--- config.mk ---
export PLATFORM = sky130hd
export DESIGN_NAME = stwu_core
export DESIGN_NICKNAME = d
export VERILOG_FILES = /design/src/rtl/stwu_pkg.sv /design/src/rtl/stwu_line_if.sv /design/src/rtl/stwu_core.sv /design/src/rtl/stwu_line_sense.sv
export SDC_FILE = /design/constraint.sdc
export NUM_CORES = 1
export LEC_CHECK = 0
export ABC_AREA = 1
export BUFFER_PORTS_ARGS = -buffer_cell sky130_fd_sc_hd__buf_2
export CAP_MARGIN = 10
export CELL_PAD_IN_SITES_DETAIL_PLACEMENT = 1
export CELL_PAD_IN_SITES_GLOBAL_PLACEMENT = 2
export CORE_MARGIN = 3
export CORE_UTILIZATION = 38
export DETAILED_ROUTE_END_ITERATION = 10
export HOLD_SLACK_MARGIN = 0.15
export PLACE_DENSITY = 0.85
export SLEW_MARGIN = 20
export SYNTH_ARGS = -nofsm -noshare
export SYNTH_HDL_FRONTEND = slang
export SYNTH_SLANG_ARGS = --single-unit
--- constraint.sdc ---
create_clock -name clk -period 4.1 [get_ports clk]
set_input_delay 0.205 -clock clk [delete_from_list [all_inputs] [get_ports clk]]
set_output_delay 0.205 -clock clk [all_outputs]
set_load 0.05 [all_outputs]
--- src/rtl/stwu_pkg.sv ---
// Operation
// Set transfer flag after ninth clock of matched address or data byte.
// Status read then data access clears the transfer flag and interrupt.
// Hold SCL low after every byte until software releases it.
// Transmit bit set sends bytes; clear receives bytes.
// Acknowledge matched address and received data during ninth clock.
// Acknowledge disable bit suppresses acknowledge on following bytes.
// Software clears transmit bit after host no-acknowledge to free SDA.
// SDA rising while SCL high is stop; return to idle.
// All-zero address byte counts as an address match.
// Interrupt only when flag and enable both set; enable resets low.
// Clearing unit enable aborts transfer and clears control and status.
// Transmit shifts data onto SDA MSB first, one bit per SCL.
// Transmit leaves SDA free on ninth bit, then holds SCL, sets flag.
// Writing zero to clock release frees SCL; bit never sets.
// Control bits 1 to 3 read as zero.
// Start sets start flag; cleared by read sequence, disable or reset.
// Ninth transmit bit: host low sets host ack flag, high clears it.
// Host ack flag has no interrupt; cleared like the start flag.
// Status bits 0 to 4 read as zero.
// First data register write is own address; later writes load shifter.
// Data register read returns raw shift register.
// Compare bits 7:1 only; bit 0 reads received direction bit.
// Reset clears own address, leaves shift register unchanged.
// Signal and acknowledge address only on full match with interrupt enabled.
// Address mismatch clears start flag and ignores clocks until next start.
// Start is SDA falling while SCL high, sampled on the clock.
package stwu_pkg;

	localparam int        ADDR_W       = 2;
	localparam logic [1:0] CTRL_IDX    = 2'h0;
	localparam logic [1:0] STATUS_IDX  = 2'h1;
	localparam logic [1:0] DATA_IDX    = 2'h2;

	localparam int CTRL_ENABLE_BIT  = 7;
	localparam int CTRL_IRQ_EN_BIT  = 6;
	localparam int CTRL_TX_BIT      = 5;
	localparam int CTRL_ACK_DISABLE_BIT   = 4;
	localparam int CTRL_RELEASE_BIT = 0;

	localparam int STAT_DONE_BIT  = 7;
	localparam int STAT_START_BIT = 6;
	localparam int STAT_HACK_BIT  = 5;

	localparam logic [7:0] OWN_ADDR_RESET = 8'h00;
	localparam logic [3:0] BITS_PER_BYTE  = 4'h8;
	localparam logic [6:0] GENERAL_CALL   = 7'h00;

	typedef enum logic [3:0] {
		ST_IDLE,
		ST_ADDR,
		ST_ADDR_ACK,
		ST_RX,
		ST_RX_ACK,
		ST_TX,
		ST_TX_ACK,
		ST_HOLD,
		ST_IGNORE
	} stwu_state_e;

endpackage : stwu_pkg

--- src/rtl/stwu_line_if.sv ---
`timescale 1ns/1ns
interface stwu_line_if;
	logic start;
	logic stop;
	logic scl_rise;
	logic scl_fall;
	logic sda;

	modport sense (output start, output stop, output scl_rise,
		output scl_fall, output sda);
	modport core (input start, input stop, input scl_rise,
		input scl_fall, input sda);
endinterface : stwu_line_if

--- src/rtl/stwu_core.sv ---
`timescale 1ns/1ns
module stwu_core
	import stwu_pkg::*;
(
	input  wire logic              clk,
	input  wire logic              sys_rst,
	input  wire logic [ADDR_W-1:0] addr,
	input  wire logic [7:0]        wdata,
	input  wire logic              wr_stb,
	input  wire logic              rd_stb,
	output logic      [7:0]        rdata,
	output logic                   irq,
	input  wire logic              scl_in,
	output logic                   scl_out,
	output logic                   scl_oe,
	input  wire logic              sda_in,
	output logic                   sda_out,
	output logic                   sda_oe
);

	typedef struct packed {
		stwu_state_e st;
		logic [3:0]  bits;
		logic [7:0]  shreg;
		logic [7:0]  own_addr;
		logic        addr_loaded;
		logic        unit_enable;
		logic        transfer_irq_enable;
		logic        tx_mode;
		logic        ack_disable;
		logic        transfer_done_flag;
		logic        start_seen_flag;
		logic        host_ack_flag;
		logic [2:0]  clr_arm;
		logic        scl_oe;
		logic        sda_oe;
		logic        irq;
		logic [7:0]  rdata;
	} stwu_core_s;

	stwu_core_s r;
	stwu_core_s next_r;

	stwu_line_if ln ();

	stwu_line_sense u_sense (
		.clk     (clk),
		.sys_rst (sys_rst),
		.scl_in  (scl_in),
		.sda_in  (sda_in),
		.ln      (ln.sense)
	);

	// upper seven bits only
	function automatic logic addr_hit(input logic [7:0] rx,
		input logic [7:0] own);
		// general call
		addr_hit = (rx[7:1] == own[7:1]) || (rx[7:1] == GENERAL_CALL);
	endfunction : addr_hit

	function automatic logic [7:0] ctrl_view(input stwu_core_s s);
		ctrl_view = 8'h00;
		ctrl_view[CTRL_ENABLE_BIT] = s.unit_enable;
		ctrl_view[CTRL_IRQ_EN_BIT] = s.transfer_irq_enable;
		ctrl_view[CTRL_TX_BIT]     = s.tx_mode;
		ctrl_view[CTRL_ACK_DISABLE_BIT]  = s.ack_disable;
	endfunction : ctrl_view

	function automatic logic [7:0] status_view(input stwu_core_s s);
		status_view = 8'h00;
		status_view[STAT_DONE_BIT]  = s.transfer_done_flag;
		status_view[STAT_START_BIT] = s.start_seen_flag;
		status_view[STAT_HACK_BIT]  = s.host_ack_flag;
	endfunction : status_view

	logic data_acc;
	logic release_req;

	always_comb begin
		next_r      = r;
		data_acc    = 1'b0;
		release_req = 1'b0;
		// Read data stands for one cycle only
		next_r.rdata = 8'h00;

		// Register port
		if (wr_stb) begin
			unique case (addr)
				CTRL_IDX: begin
					next_r.unit_enable         = wdata[CTRL_ENABLE_BIT];
					next_r.transfer_irq_enable = wdata[CTRL_IRQ_EN_BIT];
					next_r.tx_mode             = wdata[CTRL_TX_BIT];
					next_r.ack_disable         = wdata[CTRL_ACK_DISABLE_BIT];
					// zero releases the clock
					release_req = !wdata[CTRL_RELEASE_BIT];
				end
				DATA_IDX: begin
					data_acc = 1'b1;
					// first write is own address
					if (!r.addr_loaded) begin
						next_r.own_addr    = wdata;
						next_r.addr_loaded = 1'b1;
					end else begin
						next_r.shreg = wdata;
					end
				end
				default: ;
			endcase
		end else if (rd_stb) begin
			unique case (addr)
				// unused control bits read zero
				CTRL_IDX: next_r.rdata = ctrl_view(r);
				STATUS_IDX: begin
					// unused status bits read zero
					next_r.rdata   = status_view(r);
					// arm clear on flags seen set
					next_r.clr_arm = {r.transfer_done_flag,
						r.start_seen_flag, r.host_ack_flag};
				end
				DATA_IDX: begin
					data_acc     = 1'b1;
					// raw shift register
					next_r.rdata = r.shreg;
				end
				default: next_r.rdata = 8'h00;
			endcase
		end

		// clear sequence; later sets below win
		if (data_acc) begin
			// clear flags armed by status read
			if (r.clr_arm[2]) next_r.transfer_done_flag = 1'b0;
			if (r.clr_arm[1]) next_r.start_seen_flag = 1'b0;
			if (r.clr_arm[0]) next_r.host_ack_flag = 1'b0;
			next_r.clr_arm = 3'h0;
		end

		// Bus side
		if (ln.stop) begin
			// back to idle
			next_r.st     = ST_IDLE;
			next_r.scl_oe = 1'b0;
			next_r.sda_oe = 1'b0;
		end else if (ln.start) begin
			// start flag
			next_r.start_seen_flag = 1'b1;
			next_r.st     = ST_ADDR;
			next_r.bits   = 4'h0;
			next_r.scl_oe = 1'b0;
			next_r.sda_oe = 1'b0;
		end else begin
			unique case (r.st)
				ST_IDLE, ST_IGNORE: ;
				ST_ADDR, ST_RX: begin
					if (ln.scl_rise && r.bits < BITS_PER_BYTE) begin
						next_r.shreg = {r.shreg[6:0], ln.sda};
						next_r.bits  = r.bits + 4'h1;
					end else if (ln.scl_fall && r.bits == BITS_PER_BYTE) begin
						if (r.st == ST_RX) begin
							// data acknowledge
							next_r.sda_oe = !r.ack_disable;
							next_r.st     = ST_RX_ACK;
						// match with interrupt enabled
						end else if (addr_hit(r.shreg, r.own_addr) &&
							r.transfer_irq_enable) begin
							// address acknowledge
							next_r.sda_oe = !r.ack_disable;
							next_r.st     = ST_ADDR_ACK;
						end else begin
							// not addressed
							next_r.start_seen_flag = 1'b0;
							next_r.st = ST_IGNORE;
						end
					end
				end
				ST_ADDR_ACK, ST_RX_ACK: begin
					if (ln.scl_fall) begin
						next_r.sda_oe = 1'b0;
						// stretch after the byte
						next_r.scl_oe = 1'b1;
						// ninth clock done
						next_r.transfer_done_flag = 1'b1;
						next_r.st = ST_HOLD;
					end
				end
				ST_TX: begin
					if (ln.scl_rise) begin
						next_r.bits = r.bits + 4'h1;
					end else if (ln.scl_fall) begin
						if (r.bits == BITS_PER_BYTE) begin
							// free SDA for ninth bit
							next_r.sda_oe = 1'b0;
							next_r.st     = ST_TX_ACK;
						end else begin
							// next bit, MSB first
							next_r.shreg  = {r.shreg[6:0], 1'b0};
							next_r.sda_oe = !r.shreg[6];
						end
					end
				end
				ST_TX_ACK: begin
					if (ln.scl_rise) begin
						// host holds SDA low to acknowledge
						next_r.host_ack_flag = !ln.sda;
					end else if (ln.scl_fall) begin
						// stretch and flag
						next_r.scl_oe = 1'b1;
						next_r.transfer_done_flag = 1'b1;
						next_r.st = ST_HOLD;
					end
				end
				ST_HOLD: begin
					if (release_req) begin
						// release held clock
						next_r.scl_oe = 1'b0;
						next_r.bits   = 4'h0;
						// direction from transmit bit
						// cleared bit leaves SDA free
						// Written value counts: one write sets and releases
						if (next_r.tx_mode) begin
							next_r.st     = ST_TX;
							next_r.sda_oe = !r.shreg[7];
						end else begin
							next_r.st     = ST_RX;
							next_r.sda_oe = 1'b0;
						end
					end
				end
				default: next_r.st = ST_IDLE;
			endcase
		end

		// disabled unit aborts and clears
		if (!next_r.unit_enable) begin
			next_r.transfer_irq_enable = 1'b0;
			next_r.tx_mode             = 1'b0;
			next_r.ack_disable         = 1'b0;
			next_r.transfer_done_flag  = 1'b0;
			next_r.start_seen_flag     = 1'b0;
			next_r.host_ack_flag       = 1'b0;
			next_r.clr_arm             = 3'h0;
			next_r.st                  = ST_IDLE;
			next_r.bits                = 4'h0;
			next_r.scl_oe              = 1'b0;
			next_r.sda_oe              = 1'b0;
		end

		// interrupt request
		next_r.irq = next_r.transfer_done_flag &&
			next_r.transfer_irq_enable;
	end

	// Shift register deliberately has no reset
	always_ff @(posedge clk or posedge sys_rst) begin
		if (sys_rst) begin
			r.st                  <= ST_IDLE;
			r.bits                <= 4'h0;
			// own address cleared
			r.own_addr            <= OWN_ADDR_RESET;
			r.addr_loaded         <= 1'b0;
			r.unit_enable         <= 1'b0;
			r.transfer_irq_enable <= 1'b0;
			r.tx_mode             <= 1'b0;
			r.ack_disable         <= 1'b0;
			r.transfer_done_flag  <= 1'b0;
			r.start_seen_flag     <= 1'b0;
			r.host_ack_flag       <= 1'b0;
			r.clr_arm             <= 3'h0;
			r.scl_oe              <= 1'b0;
			r.sda_oe              <= 1'b0;
			r.irq                 <= 1'b0;
			r.rdata               <= 8'h00;
		end else begin
			r <= next_r;
		end
	end

	// Open-drain: only ever pulls low
	always_ff @(posedge clk or posedge sys_rst) begin
		if (sys_rst) begin
			scl_out <= 1'b0;
			sda_out <= 1'b0;
		end else begin
			scl_out <= 1'b0;
			sda_out <= 1'b0;
		end
	end

	assign rdata  = r.rdata;
	assign irq    = r.irq;
	assign scl_oe = r.scl_oe;
	assign sda_oe = r.sda_oe;

endmodule : stwu_core

--- src/rtl/stwu_line_sense.sv ---
`timescale 1ns/1ns
module stwu_line_sense
	import stwu_pkg::*;
(
	input  wire logic clk,
	input  wire logic sys_rst,
	input  wire logic scl_in,
	input  wire logic sda_in,
	stwu_line_if.sense ln
);

	typedef struct packed {
		logic [1:0] scl_meta;
		logic [1:0] sda_meta;
		logic       scl_q;
		logic       sda_q;
		logic       start;
		logic       stop;
		logic       rise;
		logic       fall;
	} stwu_sense_s;

	stwu_sense_s r;
	stwu_sense_s next_r;

	always_comb begin
		next_r          = r;
		// First stage feeds only the second stage
		next_r.scl_meta = {r.scl_meta[0], scl_in};
		next_r.sda_meta = {r.sda_meta[0], sda_in};
		next_r.scl_q    = r.scl_meta[1];
		next_r.sda_q    = r.sda_meta[1];
		// start detect
		next_r.start = r.scl_q && r.scl_meta[1] && r.sda_q && !r.sda_meta[1];
		// stop detect
		next_r.stop  = r.scl_q && r.scl_meta[1] && !r.sda_q && r.sda_meta[1];
		next_r.rise  = !r.scl_q && r.scl_meta[1];
		next_r.fall  = r.scl_q && !r.scl_meta[1];
	end

	always_ff @(posedge clk or posedge sys_rst) begin
		if (sys_rst) begin
			r <= '{scl_meta: 2'h3, sda_meta: 2'h3, scl_q: 1'b1,
				sda_q: 1'b1, default: 1'b0};
		end else begin
			r <= next_r;
		end
	end

	assign ln.start    = r.start;
	assign ln.stop     = r.stop;
	assign ln.scl_rise = r.rise;
	assign ln.scl_fall = r.fall;
	assign ln.sda      = r.sda_q;

endmodule : stwu_line_sense

# After elaboration in Yosys (flattened, before gate mapping)

Index checks and enable logic that the tools add are counted.

Equality and inequality tests: 35
Bitwise operators: 1
Mux-type cells: 75
Reductions and logical operators: 34
Order comparisons: 1
Shift operators: 0
Div/mod/pow operators: 0
Multiply operators: 0
$add $sub $neg: 1

Operators by type and width:

| cell                                                                    | number |
|---|---|
| 8-bit two-way mux                                                       | 10 |
| 4-bit two-way mux                                                       | 12 |
| 1-bit two-way mux                                                       | 30 |
| 5-bit by 3-bit inequality test with 1-bit output, second input constant | 6 |
| 12-bit two-way mux                                                      | 2 |
| 4-bit case mux with 6 select lines                                      | 1 |
| 8-bit case mux with 3 select lines                                      | 1 |
| 21-bit two-way mux                                                      | 1 |
| 17-bit two-way mux                                                      | 1 |
| 4-bit by 3-bit equality test with 1-bit output, second input constant   | 4 |
| 8-bit case mux with 2 select lines                                      | 1 |
| 8-bit AND reduction                                                     | 2 |
| 3-bit two-way mux                                                       | 5 |
| 5-bit by 2-bit inequality test with 1-bit output, second input constant | 3 |
| 4-bit case mux with 3 select lines                                      | 1 |
| 1-bit logical AND                                                       | 11 |
| 11-bit two-way mux                                                      | 1 |
| 5-bit AND reduction                                                     | 2 |
| 9-bit two-way mux                                                       | 1 |
| 4-bit by 2-bit equality test with 1-bit output, second input constant   | 2 |
| 4-bit equality test, second input constant                              | 2 |
| 1-bit logical NOT                                                       | 8 |
| 2-bit two-way mux                                                       | 4 |
| 4-bit by 2-bit inequality test with 1-bit output, second input constant | 2 |
| other kinds (27)                                                        | 34 |

Input bits: 16
Memories: 0
Bits in registers: 56
Word-level logic and storage cells: 172
RAM bits: 0
Memory bits (read-only): 0
Latch bits: 0
Output and inout bits: 13

# Longest topological paths before layout

Depth after elaboration: 14
Gate-level depth with buffers: 12
Depth with buffers taken out: 12

# By module

Synthesis repeated with hierarchy kept, for this count alone.

Cell total of the unflattened synthesis: 373
Area, all modules: 3,100.5 µm²

By module, submodules not included:

| module          | cells each | instances | area an instance (µm²) |
|---|---|---|---|
| stwu_core       | 351        | 1         | 2,797.7 |
| stwu_line_sense | 22         | 1         | 302.8 |

# Worst setup path before layout

Ideal clock, no wire load.

Path type: input-to-reg
Start: input sys_rst
End: register r[30] in the netlist's numbering (enable)
Stages on the path: 1
Path buffers: 0
Arrival: 1.327 ns
Path slack: 2.362 ns
Cell sequence: inv_1

RTL lines:

| item                   | RTL line         | RTL |
|---|---|---|
| start: declaration     | stwu_core.sv:6   | `input wire logic sys_rst,` |
| end signal: assignment | stwu_core.sv:274 | `r <= next_r;` |
| end: declaration       | stwu_core.sv:41  | `stwu_core_s r;` |

No word-level cell between the ends.

# Worst setup path in the final report

Start: input sys_rst
End: register r[30] in the netlist's numbering (enable)

No word-level cell between the ends.

==> impl_results.md <==
* Slowest-stage cell, CP: dlygate4sd3_1
* RSZ-0062 raised after global routing: no
* Max FO, Critical Path at 29
* Max-cap violations at 0
* Final net count at about 420
* Hold_ws at roughly 0.17 ns
* Leakage at 1.63 nW
* DR iter-0 viols at 125
* Mapped Cells at 382
* Worst reg2reg startpoint: u_sense.ln.stop
* Clk pin slew, worst setup/hold paths at around 0.10 ns
* # DRC at 0
* Power density over the cells at between 300 and 400 mW/mm^2
* Max Slew Vio Count at 0
* Routed vias at approximately 2,500
* Syn Area/Cell at slightly below 8 um^2
* Setup Buffers After CTS at 0
* Fmax at ~0.54 GHz
* Die height at around 95 um
* Synthesis warning total at 0
* Hold Vio Cnt, Final at 0
* TritonCTS Buffers at 5
* CP Cell Sequence: dlygate4sd3_1 > buf_2 > inv_2 > buf_4
* Switching power total at 0.000336 W
* Peak supply drop at roughly 0.00019 V
* Hold buffer count at CTS at 4
* Kind of critical path: input pin to flop
* Setup TNS at 0 ns
* DR vias/cell at roughly 5.0
* Sequential fraction of the synthesis area at 0.470
* Layout Skew at between 0.006 and 0.007 ns
* Worst skew pair latency at around 0.31 ns
* GP Congestion at between 0.9 and 1
* Worst-margin pin slew at between 0.6 and 0.7 ns
* Die Area at slightly above 0.009 mm^2
* GR Overflow Total at 0
* Vias in the first global route at about 2,700
* Initial core utilization at 0.405
* Pin count of the biggest net entering global routing at 30
* Total wire length at 8070 um
* Sequential power share at 0.522
* Fin crit period at around 1.9 ns
* Layout cell share with drive strength beyond 1 at 0.174
* Slew margin rel. at 0.550
* I/O Pins at 29
* Most frequent cells in the layout: nand2_1, inv_1, nor2_1, dfrtp_1, nand3_1
* DIE WIDTH at ~95 um
* Outcome: finished, final reports clean
* HP Class: input pin to flop
* CP arrival at 1.83 ns
* DRT Pass-1 Iters at 4
* Max H-tree Level at 2
* Comb pwr share at 0.151
* Clock share of power at 0.326
* Per-cell routed wire length at roughly 16 um
* Max clock buf depth at 2
* Worst setup EP type: flop
* Cell Area, Synth at 0.00303 mm^2
* Number of port buffers at 26
* Row Count at 31
* Core area at 0.00749 mm^2
* Power, Total at about 0.0011 W
* Post-DRT Antenna Nets at 0
* Area of placed instances at 0.00318 mm^2
* First-pass GRT wire length at 13,600 um
* Sw Ratio at 0.294
* Yosys cell types at 40
* Fin crit share at 0.452
* PostCTS Resize Cnt at 0
* Total GRT Usage at 0.195
* Finish-stage setup viols at 0
* Required time of the critical path at about 4.1 ns
* Worst Setup SP: sys_rst
* Non-Filler Cell Area, Final at roughly 0.0033 mm^2
* Sink Count at 55
* DP Wirelength at around 6300 um
* CP peak stage delay at between 0.5 and 0.6 ns
* Yosys reg bits at 55
* Startpoint of the worst hold path: wdata[3]
* Internal power at 0.000807 W
* Initial antenna violation count at 0
* Antenna diode count at 0
* CTS tree: done
* Layout area overhead at 10.1%
* Root buffer cell: clkbuf_8
* Commonest non-fill, non-tap cell in the layout: nand2_1
* Worst setup SP type: input pin
* Final core occ at 0.445
-- cell families (layout without fill, tap and decap cells) --
group	Yosys count	count (layout)	share of synthesized area
compound gates	56	56	0.108
fa+ha+maj	2	2	0.00826
flops	55	55	0.470
xor+xnor	3	3	0.00868
simple gates	195	195	0.294
mux	2	2	0.00702
other cells	1	2	0.00124
buf+inv	68	92	0.102
-- worst max-delay path, delay by kind of cell --
kind                   cells  cell delay (ns)
buffers and inverters      4             1.59
-- per-stage QoR --
stage	setup slack, ns	std cells
2_1_floorplan	2.36	383
4_1_cts	2.21	506
6_report	2.25	506
5_1_grt	2.09	506
3_5_place_dp	2.32	494
3_3_place_gp	2.32	494
-- registers in the layout (all words and copies together), names as in the netlist --
signal,flops
r,34
rdata,8
u_sense.next_r,4
irq,1
scl_oe,1
sda_oe,1
u_sense.ln.scl_fall,1
u_sense.ln.scl_rise,1
u_sense.ln.sda,1
u_sense.ln.start,1
u_sense.ln.stop,1
u_sense.r,1
-- cell type report --
cell class              instances  area [um^2]
well taps                      99          124
flip-flops and latches         55         1420
fillers                       957         4150
clock buffers                   5         68.8
multi-input cells             260         1300
inverters                      53          199
clock inverters                 3         42.5
repair buffers                 31          178
-- power groups by stage --
stage | combinational (W) | clock (W) | sequential [W]
after global routing | 0.000193 | 0.000407 | 0.000601
final | 0.000173 | 0.000373 | 0.000597
after floorplan | 0.000111 | 0 | 0.000619
after CTS | 0.000174 | 0.000382 | 0.000598
after global placement | 0.000167 | 0 | 0.000607
after detailed placement | 0.000171 | 0 | 0.000608
-- path summary, 6_finish.rpt --
path	endpoint	slack (ns)	depth (start not counted)
max	r[30]	2.25	4
min reg2reg	u_sense.next_r[5]	0.37	0
max reg2reg	r[33]	2.31	4
min in group asynchronous	r[41]	0.53	3
max in group asynchronous	r[14]	2.74	4
min	r[25]	0.17	3
-- Yosys cell counts --
library cell	count	area share
xor2_1	1	0.0029
o211ai_1	2	0.0050
nor2_2	4	0.0083
buf_2	2	0.0033
o21ai_4	1	0.0054
o22ai_1	2	0.0041
xnor2_1	2	0.0058
edfxtp_1	8	0.079
buf_4	10	0.025
nand3b_1	1	0.0025
clkbuf_1	1	0.0012
o21ai_1	8	0.013
buf_6	2	0.0074
a41oi_1	1	0.0029
mux2i_1	1	0.0033
nor2_1	41	0.051
nand3_1	28	0.046
nand3_2	1	0.0033
nand4_1	6	0.012
nor2_4	5	0.019
a21oi_1	11	0.018
nand2_4	3	0.011
o21bai_1	1	0.0025
mux2_2	1	0.0037
dfrtp_1	41	0.34
o21ai_2	2	0.0058
nand2_1	91	0.11
dfstp_2	6	0.052
inv_1	47	0.058
nor3_1	7	0.012
ha_1	2	0.0083
nand2_2	7	0.014
or2_1	1	0.0021
inv_2	6	0.0074
conb_1	1	0.0012
a211oi_1	2	0.0050
o221ai_1	1	0.0029
o21ai_0	23	0.038
o2111ai_1	1	0.0029
o21a_1	1	0.0025
-- routing by layer --
metal | wire length, um | global-route usage | up-vias
met4 | 59 | 0.0349 | 0
met2 | 3740 | 0.324 | 52
li1 | - | - | 1260
met3 | 300 | 0.0292 | 6
met5 | 0 | 0 | -
met1 | 3970 | 0.273 | 1225
(Power assumes the default switching activity.)
